### src/retimer_map.svh
`ifndef RETIMER_MAP_SVH
`define RETIMER_MAP_SVH

// decoded data value of the special code-groups (control flag set)
`define RT_CG_COMMA 8'hbc
`define RT_CG_ALIGN 8'h7c
`define RT_CG_SKIP 8'hfd

// commas needed after the first one before a lane counts as in sync
`define RT_SYNC_COMMAS 127
// invalid code-groups in sync before the lane is dropped
`define RT_LOSS_INVALID 4
// valid code-groups that forgive one earlier invalid one
`define RT_VALID_FORGIVE 15
// largest lane skew corrected, in code-group times
`define RT_MAX_SKEW 7

// elastic buffer geometry and fill thresholds
`define RT_BUF_AW 4
`define RT_FILL_LOW 4
`define RT_FILL_HIGH 12

`endif

### src/retimer_pkg.sv
package retimer_pkg;
    // per-lane code-group synchroniser states
    typedef enum logic [2:0]
    {
        st_no_sync = 3'b001,
        st_count = 3'b010,
        st_sync = 3'b100
    } sync_state_e;

    // one forwarded code-group: control flag over data byte
    typedef logic [8:0] code_t;
endpackage

### src/serial_lane_retimer.sv
// Contract
// - at most two retimers between end nodes
// - regain boundaries, resend on local timing
// - no protocol awareness, no addressable state
// - insert at most one skip after commas
// - delete one skip only after commas
// - skip is disparity neutral, no correction
// - four lanes synced and deskewed like ports
// - keep working on lane 0 or 2 alone
// - forward remaining active lanes on dropout
// - optionally disable outputs of inactive lanes
// - skip insert/delete always a full column
// - both sides run the same link width
// - compensate receive versus transmit clock tolerance
// - no code checks, forward code-groups unchanged
// - sync after 127 commas without invalid
// - deskew on align columns, up to seven
`include "retimer_map.svh"

module serial_lane_retimer
    import retimer_pkg::*;
#(
    parameter int LANES = 4, // one width on both sides
    parameter int AW = `RT_BUF_AW,
    parameter int FILL_LOW = `RT_FILL_LOW,
    parameter int FILL_HIGH = `RT_FILL_HIGH,
    parameter int MAX_SKEW = `RT_MAX_SKEW
) (
    input wire logic clock, // local reference clock
    input wire logic rstn, // async reset, active low
    input wire logic [LANES-1:0] rx_valid, // code-group strobe per lane
    input wire logic [LANES-1:0][7:0] rx_data, // decoded byte per lane
    input wire logic [LANES-1:0] rx_is_k, // control code-group flag
    input wire logic [LANES-1:0] rx_invalid, // decoder saw an invalid group
    input wire logic [LANES-1:0] signal_detect, // receiver sees a signal
    input wire logic tx_tick, // one column due for transmission
    output logic tx_valid, // column presented on this tick
    output logic [LANES-1:0][7:0] tx_data, // byte per lane
    output logic [LANES-1:0] tx_is_k, // control flag per lane
    output logic [LANES-1:0] tx_oe, // lane driver enable
    output logic [LANES-1:0] lane_sync // lane is in code-group sync
);
    localparam logic [AW:0] FILL_LOW_C = (AW+1)'(FILL_LOW);
    localparam logic [AW:0] FILL_HIGH_C = (AW+1)'(FILL_HIGH);
    localparam logic [AW:0] DEPTH_C = (AW+1)'(2**AW);
    localparam logic [3:0] SKEW_C = 4'(MAX_SKEW);

    logic [LANES-1:0] pop; // column logic consumes the head of a lane
    logic [LANES-1:0] head_ok; // registered head matches the read pointer
    code_t head [LANES]; // head code-group of each lane buffer
    logic [AW:0] fill [LANES]; // entries held per lane

    genvar i;
    generate
        for (i = 0; i < LANES; i++)
        begin : g_lane
            sync_state_e st;
            sync_state_e next_st;
            logic [6:0] kcnt;
            logic [6:0] next_kcnt;
            logic [2:0] icnt;
            logic [2:0] next_icnt;
            logic [3:0] vcnt;
            logic [3:0] next_vcnt;
            logic [AW:0] wr_ptr;
            logic [AW:0] next_wr_ptr;
            logic [AW:0] rd_ptr;
            logic [AW:0] next_rd_ptr;
            logic next_ok;
            logic wr_en;
            logic comma;

            assign comma = rx_is_k[i] && (rx_data[i] == `RT_CG_COMMA);

            // synchroniser: counters give hysteresis against bit errors
            always_comb
            begin
                next_st = st;
                next_kcnt = kcnt;
                next_icnt = icnt;
                next_vcnt = vcnt;
                if (!signal_detect[i])
                begin
                    next_st = st_no_sync;
                end
                else if (rx_valid[i])
                begin
                    case (st)
                        st_no_sync:
                        begin
                            if (comma)
                            begin
                                next_st = st_count;
                                next_kcnt = 7'h00;
                            end
                        end
                        st_count:
                        begin
                            if (rx_invalid[i])
                            begin
                                next_st = st_no_sync;
                            end
                            else if (comma && kcnt == 7'(`RT_SYNC_COMMAS - 1))
                            begin
                                next_st = st_sync;
                                next_icnt = 3'h0;
                                next_vcnt = 4'h0;
                            end
                            else if (comma)
                            begin
                                next_kcnt = kcnt + 7'h01;
                            end
                        end
                        st_sync:
                        begin
                            if (rx_invalid[i])
                            begin
                                next_vcnt = 4'h0;
                                next_icnt = icnt + 3'h1;
                                if (icnt == 3'(`RT_LOSS_INVALID - 1))
                                begin
                                    next_st = st_no_sync;
                                end
                            end
                            else if (icnt != 3'h0)
                            begin
                                // a long clean run forgives one earlier error
                                next_vcnt = vcnt + 4'h1;
                                if (vcnt == 4'(`RT_VALID_FORGIVE - 1))
                                begin
                                    next_vcnt = 4'h0;
                                    next_icnt = icnt - 3'h1;
                                end
                            end
                        end
                        default:
                        begin
                            next_st = st_no_sync;
                        end
                    endcase
                end
            end

            // buffer pointers; a full buffer drops the incoming group
            assign wr_en = rx_valid[i] && (st == st_sync) && (fill[i] != DEPTH_C);
            assign fill[i] = wr_ptr - rd_ptr;

            always_comb
            begin
                next_wr_ptr = wr_ptr + (AW+1)'(wr_en);
                next_rd_ptr = rd_ptr + (AW+1)'(pop[i]);
                if (st != st_sync)
                begin
                    next_rd_ptr = wr_ptr; // flush a lane out of sync
                end
                // head is good next cycle only if the slot was written earlier
                next_ok = !pop[i] && (fill[i] != '0) && (st == st_sync);
            end

            always_ff @(posedge clock or negedge rstn)
            begin
                if (!rstn)
                begin
                    st <= st_no_sync;
                    kcnt <= 7'h00;
                    icnt <= 3'h0;
                    vcnt <= 4'h0;
                    wr_ptr <= '0;
                    rd_ptr <= '0;
                    head_ok[i] <= 1'b0;
                    lane_sync[i] <= 1'b0;
                end
                else
                begin
                    st <= next_st;
                    kcnt <= next_kcnt;
                    icnt <= next_icnt;
                    vcnt <= next_vcnt;
                    wr_ptr <= next_wr_ptr;
                    rd_ptr <= next_rd_ptr;
                    head_ok[i] <= next_ok;
                    lane_sync[i] <= (next_st == st_sync);
                end
            end

            // code-groups stored untouched, errors included
            lane_elastic_mem #(
                .W(9),
                .AW(AW)
            ) u_mem (
                .clock(clock),
                .rstn(rstn),
                .wr_en(wr_en),
                .wr_addr(wr_ptr[AW-1:0]),
                .wr_data({rx_is_k[i], rx_data[i]}),
                .rd_addr(rd_ptr[AW-1:0]),
                .rd_data(head[i])
            );
        end
    endgenerate

    // column classification: only commas, skips and align groups are seen
    logic [LANES-1:0] act; // lanes in sync take part in the column
    logic [LANES-1:0] is_k; // head is a comma
    logic [LANES-1:0] is_a; // head is an align group
    logic [LANES-1:0] is_r; // head is a skip
    logic all_ok; // every active head ready
    logic col_k; // full comma column
    logic col_a; // full align column
    logic col_r; // full skip column
    logic some_a; // at least one align, skew suspected
    logic [AW:0] ref_fill; // fill of the lowest active lane

    always_comb
    begin
        act = lane_sync;
        for (int n = 0; n < LANES; n++)
        begin
            is_k[n] = head[n][8] && (head[n][7:0] == `RT_CG_COMMA);
            is_a[n] = head[n][8] && (head[n][7:0] == `RT_CG_ALIGN);
            is_r[n] = head[n][8] && (head[n][7:0] == `RT_CG_SKIP);
        end
        all_ok = (act != '0) && ((head_ok | ~act) == '1);
        col_k = all_ok && ((is_k | ~act) == '1);
        col_a = all_ok && ((is_a | ~act) == '1);
        col_r = all_ok && ((is_r | ~act) == '1);
        some_a = all_ok && ((is_a & act) != '0);
        // lane 0 alone, lane 2 alone or all four give a reference
        ref_fill = '0;
        for (int n = LANES - 1; n >= 0; n--)
        begin
            if (act[n])
            begin
                ref_fill = fill[n];
            end
        end
    end

    // column engine state
    logic last_k; // last sent column was commas and no skip has been added or dropped since
    logic next_last_k;
    logic [3:0] skew_cnt; // groups dropped while deskewing
    logic [3:0] next_skew_cnt;
    logic next_tx_valid;
    logic [LANES-1:0][7:0] next_tx_data;
    logic [LANES-1:0] next_tx_is_k;

    // one column per tick; drops and deskew use the idle cycles between ticks
    always_comb
    begin
        pop = '0;
        next_last_k = last_k;
        next_skew_cnt = skew_cnt;
        next_tx_valid = 1'b0;
        next_tx_data = tx_data;
        next_tx_is_k = tx_is_k;
        if (tx_tick)
        begin
            if (last_k && (act != '0) && (ref_fill < FILL_LOW_C))
            begin
                // running dry: one skip column, disparity is untouched
                next_tx_valid = 1'b1;
                next_last_k = 1'b0; // one skip per comma run keeps a chain legal
                for (int n = 0; n < LANES; n++)
                begin
                    next_tx_data[n] = act[n] ? `RT_CG_SKIP : 8'h00;
                    next_tx_is_k[n] = act[n];
                end
            end
            else if (all_ok)
            begin
                next_tx_valid = 1'b1;
                pop = act;
                next_last_k = col_k;
                for (int n = 0; n < LANES; n++)
                begin
                    next_tx_data[n] = act[n] ? head[n][7:0] : 8'h00;
                    next_tx_is_k[n] = act[n] && head[n][8];
                end
            end
        end
        else if (all_ok)
        begin
            if (last_k && col_r && (ref_fill > FILL_HIGH_C))
            begin
                pop = act;
                next_last_k = 1'b0;
            end
            else if (some_a && !col_a && (skew_cnt < SKEW_C))
            begin
                // early lanes wait on their align group; late idles dropped
                pop = act & ~is_a;
                next_skew_cnt = skew_cnt + 4'h1;
            end
        end
        if (!some_a || col_a)
        begin
            next_skew_cnt = 4'h0;
        end
    end

    always_ff @(posedge clock or negedge rstn)
    begin
        if (!rstn)
        begin
            last_k <= 1'b0;
            skew_cnt <= 4'h0;
            tx_valid <= 1'b0;
            tx_data <= '0;
            tx_is_k <= '0;
            tx_oe <= '0;
        end
        else
        begin
            last_k <= next_last_k;
            skew_cnt <= next_skew_cnt;
            tx_valid <= next_tx_valid;
            tx_data <= next_tx_data;
            tx_is_k <= next_tx_is_k;
            tx_oe <= lane_sync;
        end
    end
endmodule

### src/lane_elastic_mem.sv
module lane_elastic_mem #(
    parameter int W = 9,
    parameter int AW = 4
) (
    input wire logic clock, // local reference clock
    input wire logic rstn, // async reset, active low
    input wire logic wr_en, // write strobe
    input wire logic [AW-1:0] wr_addr, // write slot
    input wire logic [W-1:0] wr_data, // code-group written
    input wire logic [AW-1:0] rd_addr, // read slot
    output logic [W-1:0] rd_data // registered read data
);
    // storage, no reset needed: slots are only read after being written
    logic [W-1:0] mem [2**AW];

    // write port
    always_ff @(posedge clock)
    begin
        if (wr_en)
        begin
            mem[wr_addr] <= wr_data;
        end
    end

    // read port, one cycle latency
    always_ff @(posedge clock or negedge rstn)
    begin
        if (!rstn)
        begin
            rd_data <= '0;
        end
        else
        begin
            rd_data <= mem[rd_addr];
        end
    end
endmodule

### config.mk
export PLATFORM = sky130hd
export DESIGN_NAME = serial_lane_retimer
export DESIGN_NICKNAME = d
export VERILOG_FILES = /design/src/retimer_pkg.sv /design/src/serial_lane_retimer.sv /design/src/lane_elastic_mem.sv
export VERILOG_INCLUDE_DIRS = /design/src /design/src/src
export SDC_FILE = /design/constraint.sdc
export NUM_CORES = 1
export LEC_CHECK = 0
export BUFFER_PORTS_ARGS = -buffer_cell sky130_fd_sc_hd__buf_2
export CAP_MARGIN = 20
export CORE_ASPECT_RATIO = 1.75
export CORE_MARGIN = 5
export CORE_UTILIZATION = 47
export DETAILED_ROUTE_END_ITERATION = 6
export GPL_ROUTABILITY_DRIVEN = 0
export GPL_TIMING_DRIVEN = 0
export PLACE_DENSITY_LB_ADDON = 0.12
export SYNTH_ARGS = -nofsm -noshare
export SYNTH_HDL_FRONTEND = slang
export SYNTH_HIERARCHICAL = 1
export SYNTH_SLANG_ARGS = --single-unit
### constraint.sdc
create_clock -name clock -period 10.8 [get_ports clock]
set_input_delay 3.24 -clock clock [delete_from_list [all_inputs] [get_ports clock]]
set_output_delay 3.24 -clock clock [all_outputs]
set_load 0.03 [all_outputs]
== After elaboration in Yosys (flattened, before gate mapping) ==
Memory sizes are Yosys's and may differ from the RTL's. A register that Yosys moved wholly into a read port is not among the register bits.
Index checks and enable logic that the tools add are counted.
Storage, ports and cells
  bits of input ports: 51
  output and inout bits: 45
  register bits after elaboration: 162
  word-level logic and storage cells: 418
  memories kept: 4
  RAM bits: 576
Operators by class
  $add $sub $neg: 29
  equal/unequal tests: 86
  reductions and logical operators: 100
  bitwise logic cells: 8
  multiplexer cells: 147
  order comparisons: 3
Memories
  g_lane[0].u_mem.mem: depth 16, bits a word 9, rd ports 1, clocked after Yosys merged registers in 1, write ports 1, line lane_elastic_mem.sv:14  | logic [W-1:0] mem [2**AW];
  g_lane[1].u_mem.mem: depth 16, bits a word 9, rd ports 1, clocked after Yosys merged registers in 1, write ports 1, line lane_elastic_mem.sv:14
  g_lane[2].u_mem.mem: depth 16, bits a word 9, rd ports 1, clocked after Yosys merged registers in 1, write ports 1, line lane_elastic_mem.sv:14
  g_lane[3].u_mem.mem: depth 16, bits a word 9, rd ports 1, clocked after Yosys merged registers in 1, write ports 1, line lane_elastic_mem.sv:14
Operators with widths (count)
  3-bit 2-to-1 mux: 48
  4-bit 2-to-1 mux: 33
  7-bit 2-to-1 mux: 16
  8-bit equality test, second input constant: 12
  32-bit 2-to-1 mux: 2
  8-bit 2-to-1 mux: 8
  7-bit one-hot mux with 2 select lines: 4
  7-bit AND reduction: 8
  1-bit logical AND: 51
  5-bit by 1-bit adder with 5-bit output: 8
  5-bit 2-to-1 mux: 8
  2-bit inequality test, second input constant: 20
  3-bit inequality test, second input constant: 12
  3-bit one-hot mux with 3 select lines: 4
  4-bit equality test, second input constant: 8
  8-bit by 7-bit equality test with 1-bit output, second input constant: 4
  4-bit one-hot mux with 2 select lines: 4
  7-bit by 1-bit adder with 7-bit output, second input constant: 4
  7-bit equality test, second input constant: 4
  2-bit nonzero test: 13
  3-bit by 2-bit equality test with 1-bit output, second input constant: 8
  3-bit equality test, second input constant: 8
  3-bit one-hot mux with 2 select lines: 4
  6-bit AND reduction: 4
  other kinds (22): 78

== Depth between registers and ports, before layout ==
Gate-level depths: netlist (run 1).
  depth after elaboration: 15
  gate-level depth with buffers: 19
  depth with buffers taken out: 17

== Modules after synthesis ==
The synthesis (run 1) kept the hierarchy.
By module, submodules not included
  lane_elastic_mem: sequential area each 4549.4 um2, area each 5825.6 um2, instances 4, cells an instance 254
  serial_lane_retimer: sequential area each 4058.9 um2, area each 9560.4 um2, instances 1, cells an instance 986

== Worst setup path before layout (run 1) ==
OpenSTA, ideal clock, no wires.
  kind: input -> register
  start: input port rx_valid[2]
  end: memory g_lane[2].u_mem.mem[0][0], enable pin
  setup time: 0.387 ns
  arrival: 4.946 ns
  buffers on the path: 1
  path slack: 5.468 ns
  required time: 10.413 ns
  cell stages on the path: 5
  cell sequence: clkbuf_1 -> nand2_1 -> a21oi_1 -> or3b_2 -> nor3_1
On the way
  cells in the longest elaborated chain, start to end: 4
RTL lines
  from (decl): line serial_lane_retimer.sv:31  | input wire logic [LANES-1:0] rx_valid,
  1-bit logical AND (2 in series): line serial_lane_retimer.sv:145  | assign wr_en = rx_valid[i] && (st == st_sync) && (fill[i] != DEPTH_C);
  named net g_lane[2].wr_en: line serial_lane_retimer.sv:70  | logic wr_en;
  1-bit 2-to-1 mux: line lane_elastic_mem.sv:19  | if (wr_en)
  1-bit 2-to-1 mux (implied by the code): line lane_elastic_mem.sv:21  | mem[wr_addr] <= wr_data;
  to (decl): line lane_elastic_mem.sv:14
The timed path passes the listed nets, and every way through them passes these cells.

== Worst setup path after layout (run 1) ==
  start: input port rx_valid[2]
  end: memory g_lane[2].u_mem.mem[0][5], enable pin
The elaborated chain is that of the path after synthesis.

==> results of run 1 <==
==> critical path, cell delays in order <==
cell and delay (ps):
clkbuf_1 260, nand2_1 160, a21oi_1 490, or3b_2 550
nor3_2 730
==> final timing paths <==
kind | startpoint | to | slack [ps] | cells past startpoint
max | rx_valid[2] | g_lane[2].u_mem/mem[0][5] | 5590 | 5
min | g_lane[1].vcnt[3] | g_lane[1].vcnt[3] | 480 | 1
max reg2reg | g_lane[0].wr_ptr[0] | g_lane[0].rd_ptr[4] | 6570 | 17
min reg2reg | g_lane[1].vcnt[3] | g_lane[1].vcnt[3] | 480 | 1
max in group asynchronous | rstn | tx_oe[2] | 7090 | 2
min in group asynchronous | rstn | g_lane[3].kcnt[4] | 2630 | 1
==> cell type report <==
class | count | area, um^2
clock buffer | 93 | 1920
clock inverter | 33 | 372
multi-input combinational | 1094 | 9830
tap | 910 | 1140
fill | 5735 | 32600
buffer | 80 | 637
sequential | 774 | 22300
inverter | 54 | 203
timing repair buffer | 98 | 526
==> through the flow <==
stage	setup WS, ps	instance area [um^2]	cells	hold slack, ps
5_1_grt	5480	36900	3136	502
4_1_cts	5650	36900	3136	481
3_5_place_dp	4990	34600	3010	472
2_1_floorplan	5470	32900	2002	442
6_report	5590	36900	3136	480
3_3_place_gp	2960	34500	3005	466
==> Yosys cell counts, types with 18 or more instances <==
| master | number |
|---|---|
| nor2_1 | 121 |
| nand2b_1 | 33 |
| nor2b_1 | 20 |
| nor3_1 | 33 |
| buf_6 | 18 |
| a21o_1 | 36 |
| ha_1 | 49 |
| xnor2_1 | 35 |
| dfrtp_1 | 194 |
| o21ai_0 | 56 |
| mux4_2 | 84 |
| clkbuf_1 | 22 |
| a21oi_1 | 25 |
| mux4_1 | 60 |
| nand3_1 | 56 |
| a22o_1 | 38 |
| inv_1 | 53 |
| xor2_1 | 29 |
| nand2_1 | 137 |
| edfxtp_1 | 576 |
| a22oi_1 | 74 |
==> metal layers <==
layer / track usage, % / vias to the layer above / part of all wire (%)
met5: 0 / - / 0.025
met4: 6.08 / 2 / 2.7
met3: 3.02 / 118 / 4.0
met2: 35.7 / 399 / 53
met1: 24.8 / 9321 / 40
li1: - / 8219 / -
==> flip-flops by register name (all words and copies together) (netlist names) <==
name and cells:
head_ok 4, g_lane.wr_ptr 20, g_lane.vcnt 16, g_lane.u_mem/rd_data 36
tx_oe 4, skew_cnt 4, g_lane.rd_ptr 20, tx_data 32
g_lane.icnt 12, lane_sync 4, tx_valid 1, g_lane.st 12
tx_is_k 4, g_lane.kcnt 28, g_lane.u_mem/mem 576, last_k 1
==> power by group <==
part           switching [mW]  total, mW  internal [mW]
registers             0.00207       3.20           3.20
logic                  0.0736     0.0946         0.0210
clock network            1.06       2.50           1.45
==> cell families (layout without fill, tap and decap cells) <==
kind of cell    count (synthesis)  in the layout
compound gates                328            328
xor+xnor                       64             64
fa+ha+maj                      57             57
buf+inv                       134            358
flops                         774            774
mux                           152            152
simple gates                  493            493
==> results.py, run 1 <==
metrics = {
    "yosys": {
        "synth_seq_area_share_pct": 67.7,
        "synth_mux_area_share_pct": 10.8,
        "synth_edf_count": 576,
        "synth_adder_area_share_pct": 2.35,
        "synth_nets": 2110,
        "synth.area.top_cells": "edfxtp_1 (53%), dfrtp_1 (15%), mux4_2 (5.8%)",
        "syn_avg_cell_area_um2": 16.4,
        "ys_seq_elements": 774,
        "synthCells": 2002,
        "synthSimpleGateAreaFrac_pct": 7.44,
        "yosysWarnings": 6,
        "synth-xor-area-share_pct": 1.71,
        "synth.largest_area_cell": "edfxtp_1",
        "yosys_most_used_dff": "edfxtp_1",
        "async_flop_share_pct": 25.6,
        "synth_compound_area_share_pct": 7.41,
        "syn_area_um2": 32900,
        "synth_cell_type_count": 86,
        "synth_top_family_by_area": "multiplexers",
        "synth.top_cell.area_share_pct": 52.6,
    },
    "global_routing": {
        "grt_pass1_vias": 18800,
        "grtUsageTotal_pct": 19.8,
        "antenna_found_initial": 1,
        "grt_pass1_wl_mm": 115,
        "grt_max_degree": 108,
        "grt-ovfl-total": 0,
    },
    "sta": {
        "finalSetupTns_ps": 0,
        "grt_setup_unrepaired": "no",
        "finalMaxSlewViolations": 0,
        "setup_viol": 0,
        "finalCriticalPeriod_ps": 5210,
        "finClkSkew_ps": 16.4,
        "fmax_mhz": 192,
        "tightestPinTransition_ps": 998,
        "finalHoldViolCount": 0,
        "fin_crit_sh_pct": 48.2,
        "slew-limit-headroom_pct": 33.2,
    },
    "detailed_routing": {
        "first_pass_iters": 5,
        "drt_iter0_markers": 1166,
        "drc": 0,
        "vias_per_cell": 5.76,
        "ant_nets": 0,
        "wl_mm": 75.0,
        "vias": 18100,
        "wire_per_inst_um": 23.9,
    },
    "power": {
        "ir_drop_v": 0.000111,
        "total_power_mw": 5.80,
        "power.leakage_nw": 13.3,
        "p_per_area_nw_per_um2": 157,
    },
    "die": {
        "die_x_um": 210,
        "num_io_pins": 96,
        "coreArea_um2": 69500,
        "dieArea_um2": 75500,
        "initial_utilization_pct": 47.3,
        "placement_rows": 128,
        "die_h_um": 360,
    },
    "clocking": {
        "ctsHoldBuffers": 0,
        "insertion_delay_ps": 620,
        "cts_sinks": 774,
        "clk_pin_slew_ps": 60,
        "cts_root_buffer": "clkbuf_16",
        "cts_resized": 0,
        "post_cts_buffers": 0,
        "cts_buffers": 71,
        "htreeDepth": 3,
        "cts_tree": "built",
        "cts_buffer_depth": 3,
    },
    "worst_setup_path": {
        "startpoint_type": "input port",
        "critPathArrivalTime_ps": 5440,
        "critPathKind": "in -> reg",
        "worstPathRequired_ps": 11030,
        "path_max_fanout": 9,
        "crit_path_end_kind": "flip-flop",
    },
    "run": {
        "maxCapViolCount": 0,
    },
    "final_layout": {
        "layout_common_cells": "edfxtp_1 (576), dfrtp_1 (194), nand2_1 (137), nor2_1 (121), buf_2 (106)",
        "finish.utilization_pct": 53.1,
        "drive_above_1_share_pct": 17.3,
        "fin_nets": 2281,
        "syn2layout_area_growth_pct": 12.2,
        "diodes": 0,
        "mostFrequentLayoutCell": "edfxtp_1",
    },
    "placement": {
        "dp_hpwl_mm": 52.2,
        "io_buffers": 93,
    },
    "run_status": {
        "status": "completed",
    },
    "min_path": {
        "hold_class": "reg -> reg",
    },
}
(Power assumes the default switching activity.)
==> inputs of run 2 (changes only) <==
--- a/config.mk
+++ b/config.mk
@@ -6,6 +6,7 @@
 export SDC_FILE = /design/constraint.sdc
 export NUM_CORES = 1
 export LEC_CHECK = 0
+export ABC_AREA = 1
 export BUFFER_PORTS_ARGS = -buffer_cell sky130_fd_sc_hd__buf_2
 export CAP_MARGIN = 20
 export CORE_ASPECT_RATIO = 1.75
==> constraint.sdc (replaced) <==
create_clock -name clock -period 5.4 [get_ports clock]
set_input_delay 1.62 -clock clock [delete_from_list [all_inputs] [get_ports clock]]
set_output_delay 1.62 -clock clock [all_outputs]
set_load 0.03 [all_outputs]
==> run 2 against run 1 <==
Die area increased by 8.9%. Sequential share of layout area decreased by 4.8 points. Critical path depth increased by 4. Flip-flop and latch count unchanged. Setup slack got worse by 3700 ps. Cell area increased by 8.6%. Non-clock buffer count increased by 44.
==> results.py, run 2 <==
metrics = {
    "worst_setup_path": {
        "critPathArrivalTime_ps": 3810,
        "critPathKind": "reg -> reg",
        "crit_path_end_kind": "flip-flop",
        "startpoint_type": "flip-flop",
        "worstPathRequired_ps": 5660,
        "path_max_fanout": 9,
    },
    "run": {
        "maxCapViolCount": 0,
    },
    "placement": {
        "pre_cts_ws_ps": 1630,
        "place_area_um2": 37700,
        "dp_hpwl_mm": 64.0,
        "io_buffers": 95,
    },
    "global_routing": {
        "grt-ovfl-total": 0,
        "grt_max_degree": 119,
        "grt_pass1_vias": 24500,
        "antenna_found_initial": 2,
        "grtUsageTotal_pct": 22.1,
        "grt_pass1_wl_mm": 140,
    },
    "power": {
        "ir_drop_v": 0.000278,
        "power.leakage_nw": 18.0,
        "p_per_area_nw_per_um2": 339,
    },
    "sta": {
        "slew-limit-headroom_pct": 34.4,
        "finalMaxSlewViolations": 0,
        "grt_setup_unrepaired": "no",
        "finalHoldViolCount": 0,
        "setup_viol": 0,
        "setup_slack_ps": 1860,
        "finalSetupTns_ps": 0,
        "fmax_mhz": 282,
        "finalCriticalPeriod_ps": 3540,
        "finClkSkew_ps": 19.3,
        "tightestPinTransition_ps": 980,
        "fin_crit_sh_pct": 65.6,
    },
    "detailed_routing": {
        "drt_iter0_markers": 1662,
        "drc": 0,
        "ant_nets": 0,
        "vias": 24900,
        "wire_per_inst_um": 18.4,
        "first_pass_iters": 7,
        "wl_mm": 90.8,
        "vias_per_cell": 5.05,
    },
    "yosys": {
        "synth.most_common_cell": "nand2_1",
        "synth.largest_area_cell": "edfxtp_1",
        "async_flop_share_pct": 25.6,
        "ys_seq_elements": 774,
        "synth_edf_count": 576,
        "yosysWarnings": 6,
        "synthCells": 3686,
        "synth.area.top_cells": "edfxtp_1 (48%), dfrtp_1 (14%), nand2_1 (12%)",
        "synth_nets": 3794,
        "syn_area_um2": 35900,
        "synth_commonest_cells": "nand2_1 (1107), inv_1 (590), edfxtp_1 (576)",
        "syn_avg_cell_area_um2": 9.74,
        "yosys_most_used_dff": "edfxtp_1",
        "synth_cell_type_count": 50,
        "synth.top_cell.area_share_pct": 48.2,
        "synth_seq_area_share_pct": 62.0,
    },
    "min_path": {
        "hold_class": "reg -> reg",
    },
    "clocking": {
        "cts_root_buffer": "clkbuf_16",
        "ctsHoldBuffers": 0,
        "htreeDepth": 3,
        "cts_resized": 0,
        "cts_sinks": 774,
        "cts_buffer_depth": 3,
        "insertion_delay_ps": 640,
        "cts_tree": "built",
        "cts_buffers": 74,
        "post_cts_buffers": 0,
        "clk_pin_slew_ps": 60,
    },
    "final_layout": {
        "regMostFlops": "g_lane.u_mem/mem",
        "nFillCells": 7011,
        "drive_above_1_share_pct": 9.68,
        "syn2layout_area_growth_pct": 11.6,
        "multi_input_area_um2": 10300,
        "largestRegisters": "g_lane.u_mem/mem x576, g_lane.u_mem/rd_data x36, tx_data x32",
        "largest_register_ffs": 576,
        "fin_area_um2": 40100,
        "mostFrequentLayoutCell": "nand2_1",
        "fin_nets": 3966,
        "layout_common_cells": "nand2_1 (1107), inv_1 (590), edfxtp_1 (576), nand3_1 (537), dfrtp_1 (194)",
        "seq_area_um2": 22300,
        "finish.utilization_pct": 52.6,
    },
    "die": {
        "num_io_pins": 96,
        "coreArea_um2": 76100,
        "initial_utilization_pct": 47.2,
        "die_x_um": 219,
        "placement_rows": 134,
        "die_h_um": 376,
        "dieArea_um2": 82200,
    },
    "run_status": {
        "status": "completed",
    },
}
-- run 2: cell count changes after synthesis, sizes merged, moves of 27 or more --
cell / change
a21o: -36
a21oi: +36
a22o: -38
a22oi: -73
buf: +77
clkbuf: -27
inv: +559
mux4: -144
nand2: +974
nand2b: -33
nand3: +483
-- run 2: worst paths after layout --
path / slack [ps] / startpoint / depth (start not counted) / end
max: 1860 / g_lane[0].wr_ptr[0] / 9 / g_lane[0].u_mem/mem[9][3]
min: 470 / tx_data[19] / 2 / tx_data[19]
max reg2reg: 1860 / g_lane[0].wr_ptr[0] / 9 / g_lane[0].u_mem/mem[9][3]
min reg2reg: 470 / tx_data[19] / 2 / tx_data[19]
max in group asynchronous: 3390 / rstn / 2 / lane_sync[1]
min in group asynchronous: 930 / rstn / 1 / tx_oe[0]
-- run 2: final cells by class --
class	count	area share, %
Sequential cell	774	55.5
Multi-Input combinational cell	2167	25.8
Inverter	619	5.88
Clock buffer	105	5.48
Tap cell	1020	3.18
Buffer	126	2.40
Timing Repair Buffer	96	1.28
Clock inverter	30	0.459
Antenna cell	1	0.00624
-- run 2: routing by layer --
layer / wire length [um] / GRT usage [%] / share of wire (%) / up-vias
li1: - / - / - / 12300
met1: 36000 / 26.6 / 40 / 11900
met2: 47300 / 39.8 / 52 / 596
met3: 4130 / 2.88 / 4.6 / 153
met4: 3270 / 8.70 / 3.6 / 2
met5: 13 / 0 / 0.014 / -
-- run 2: kinds of logic (layout without fill, tap and decap cells) --
kind of cell	count (synthesis)	after routing	synth area share, %
XOR/XNOR	62	62	1.51
AND/OR/NAND/NOR	1880	1880	22.4
other	0	1	0
buffers and inverters	745	976	9.25
flip-flops	774	774	62.0
adder cells (fa/ha/maj)	57	57	2.15
AO/OA/AOI/OAI	168	168	2.68
-- run 2: per-stage QoR --
stage	instances	power, mW	hold WS, ps
3_5_place_dp	4802	8.60	457
6_report	4938	13.6	468
4_1_cts	4937	13.7	469
3_3_place_gp	4801	8.58	450
5_1_grt	4937	14.1	488
2_1_floorplan	3686	7.90	452
-- run 2: where the power goes --
group          leakage (nW)  total, mW  internal, mW  switching (mW)
sequential             7.74       6.60          6.51          0.0885
combinational          9.05       1.87         0.591            1.28
clock                  1.17       5.12          2.89            2.23
total                  18.0       13.6          9.99            3.59
-- run 2: critical path, stage by stage (launching register included) --
cell and delay (ps):
dfrtp_1 410, inv_1 90, ha_1 230, fa_1 420, o21ai_1 180, xor2_1 290
nor4_1 130, nor3_1 420, nand3b_1 250, nor2_1 750
==> inputs of run 3 (changes only) <==
--- a/config.mk
+++ b/config.mk
@@ -6,7 +6,7 @@
 export SDC_FILE = /design/constraint.sdc
 export NUM_CORES = 1
 export LEC_CHECK = 0
-export ABC_AREA = 1
+export ABC_AREA = 0
 export BUFFER_PORTS_ARGS = -buffer_cell sky130_fd_sc_hd__buf_2
 export CAP_MARGIN = 20
 export CORE_ASPECT_RATIO = 1.75
==> constraint.sdc (replaced) <==
create_clock -name clock -period 3.3 [get_ports clock]
set_input_delay 0.99 -clock clock [delete_from_list [all_inputs] [get_ports clock]]
set_output_delay 0.99 -clock clock [all_outputs]
set_load 0.03 [all_outputs]
==> run 3 against run 2 <==
The flow now finishes with violations (setup timing). Cell count down 35%. Count of clock-buffer cells in the layout decreased by 16. Clock power is 63% higher. Critical path depth up 8. Global-route usage decreased by 1.7 points. Register-to-register slack got worse by 2000 ps. Setup slack worse by 2000 ps. Sequential power up 59%. Non-clock buffer count is 3 higher.
==> results.py, run 3 (synthesis gave the netlist of run 1 again) <==
metrics = {
    "detailed_routing": {
        "first_pass_iters": 6,
        "ant_nets": 0,
        "vias": 18400,
        "drc": 0,
        "wl_mm": 77.3,
        "drt_iter0_markers": 1445,
        "vias_per_cell": 5.78,
        "wire_per_inst_um": 24.3,
    },
    "run_status": {
        "violations": "setup timing",
        "status": "complete, but fails checks",
    },
    "min_path": {
        "hold_class": "in -> async",
    },
    "final_layout": {
        "fin_nets": 2329,
        "largestRegisters": "g_lane.u_mem/mem x576, g_lane.u_mem/rd_data x36, tx_data x32",
        "regMostFlops": "g_lane.u_mem/mem",
        "seq_area_um2": 22300,
        "mostFrequentLayoutCell": "edfxtp_1",
        "drive_above_1_share_pct": 24.7,
        "largest_register_ffs": 576,
        "finalNonFillerCells": 3186,
        "layout_common_cells": "edfxtp_1 (576), dfrtp_1 (179), nand2_1 (135), buf_2 (105), mux4_2 (84)",
        "nFillCells": 5631,
        "multi_input_area_um2": 10500,
        "syn2layout_area_growth_pct": 15.8,
        "fin_area_um2": 38000,
    },
    "power": {
        "power.leakage_nw": 13.6,
        "ir_drop_v": 0.000322,
        "total_power_mw": 19.2,
        "p_per_area_nw_per_um2": 504,
    },
    "global_routing": {
        "antenna_found_initial": 2,
        "grtUsageTotal_pct": 20.4,
        "grt-ovfl-total": 0,
        "grt_max_degree": 110,
        "grt_pass1_wl_mm": 118,
        "grt_pass1_vias": 19500,
    },
    "die": {
        "coreArea_um2": 69500,
        "die_h_um": 360,
        "dieArea_um2": 75500,
        "placement_rows": 128,
        "initial_utilization_pct": 47.3,
        "num_io_pins": 96,
        "die_x_um": 210,
    },
    "clocking": {
        "cts_root_buffer": "clkbuf_16",
        "cts_buffer_depth": 3,
        "htreeDepth": 3,
        "cts_tree": "built",
        "clk_pin_slew_ps": 70,
        "cts_buffers": 72,
        "insertion_delay_ps": 610,
        "cts_sinks": 774,
    },
    "worst_setup_path": {
        "ff2ff_setup_slack_ps": -150,
        "critPathArrivalTime_ps": 3930,
        "crit_path_end_kind": "flip-flop",
        "critPathKind": "reg -> reg",
        "path_max_fanout": 4,
        "r2r-end": "g_lane[1].rd_ptr[3]",
        "worstReg2RegStart": "g_lane[3].wr_ptr[0]",
        "startpoint_type": "flip-flop",
        "worstPathRequired_ps": 3770,
        "reg2reg_depth": 17,
    },
    "placement": {
        "io_buffers": 93,
        "dp_cells": 3011,
        "dp_hpwl_mm": 52.9,
        "place_area_um2": 34700,
    },
    "sta": {
        "slew-limit-headroom_pct": 39.1,
        "finalCriticalPeriod_ps": 3450,
        "tightestPinTransition_ps": 905,
        "finalHoldViolCount": 0,
        "setup_viol": 11,
        "finClkSkew_ps": 15.6,
        "finalMaxSlewViolations": 0,
        "fin_crit_sh_pct": 105,
        "grt_setup_unrepaired": "yes",
        "holdWs_ps": 381,
        "fmax_mhz": 290,
        "setup_slack_ps": -153,
        "finalSetupTns_ps": -1020,
    },
    "run": {
        "maxCapViolCount": 0,
    },
}
[run 3: area by class of cell]
type,count,share of cell area [%]
timing repair buffer,146,2.49
inverter,54,0.533
multi-input combinational,1094,27.6
sequential,774,58.6
antenna,2,0.0132
clock inverter,38,1.01
buffer,79,1.69
clock buffer,89,5.15
tap,910,2.99
[run 3: timing repair]
action                                  in CTS  in global routing
pin swaps                                   21                 26
endpoints found under the setup margin     596                430
setup buffers                               31                 16
resized for setup                          110                 50
hold buffers                                 0                  0
endpoints found under the hold margin        0                  0
[run 3: critical path, stage by stage, from the launching register on]
cell and delay [ps]:
dfrtp_2 420, inv_2 90, ha_4 140, inv_2 40
fa_2 360, a21o_1 200, a21oi_2 150, xnor2_2 190
a221oi_2 130, or2_1 270, and2_4 170, buf_4 140
a221oi_4 280, ha_2 270, buf_6 110, nand3_2 70
xnor2_1 190, o21ai_1 110
[run 3: how the worst max path moves through the flow]
| stage | endpoint | startpoint | cells past startpoint | slack, ps |
|---|---|---|---|---|
| global route | g_lane[3].rd_ptr[4] | g_lane[3].wr_ptr[0] | 17 | -310 |
| global placement | g_lane[1].wr_ptr[0] | rstn | 1 | -2600 |
| CTS | g_lane[3].rd_ptr[4] | g_lane[3].wr_ptr[0] | 18 | -220 |
| floorplan | g_lane[2].rd_ptr[4] | g_lane[3].wr_ptr[0] | 19 | 4 |
| detailed placement | g_lane[2].u_mem/mem[0][3] | g_lane[2].st[1] | 8 | -650 |
| finish | g_lane[1].rd_ptr[3] | g_lane[3].wr_ptr[0] | 17 | -150 |
[run 3: per-layer routing]
metal  up-vias  part of all wire, %  global-route usage, %
li1       8309                    -                      -
met1      9539                   38                   24.6
met2       446                   53                   36.5
met3       135                  3.9                   3.02
met4         0                  4.2                   8.67
met5         -                    0                      0
[run 3: through the flow]
step	worst slack, ps	util (%)
after floorplan	3.70	-
after global placement	-2600	49.7
after detailed placement	-647	49.9
after CTS	-224	54.2
after global routing	-306	54.7
final	-153	54.7
[run 3: power by group]
part | leakage, nW | switching (mW) | internal, mW
Combinational | 4.73 | 0.251 | 0.0752
Sequential | 7.74 | 0.00616 | 10.5
Clock | 1.15 | 3.57 | 4.79
Total | 13.6 | 3.83 | 15.3
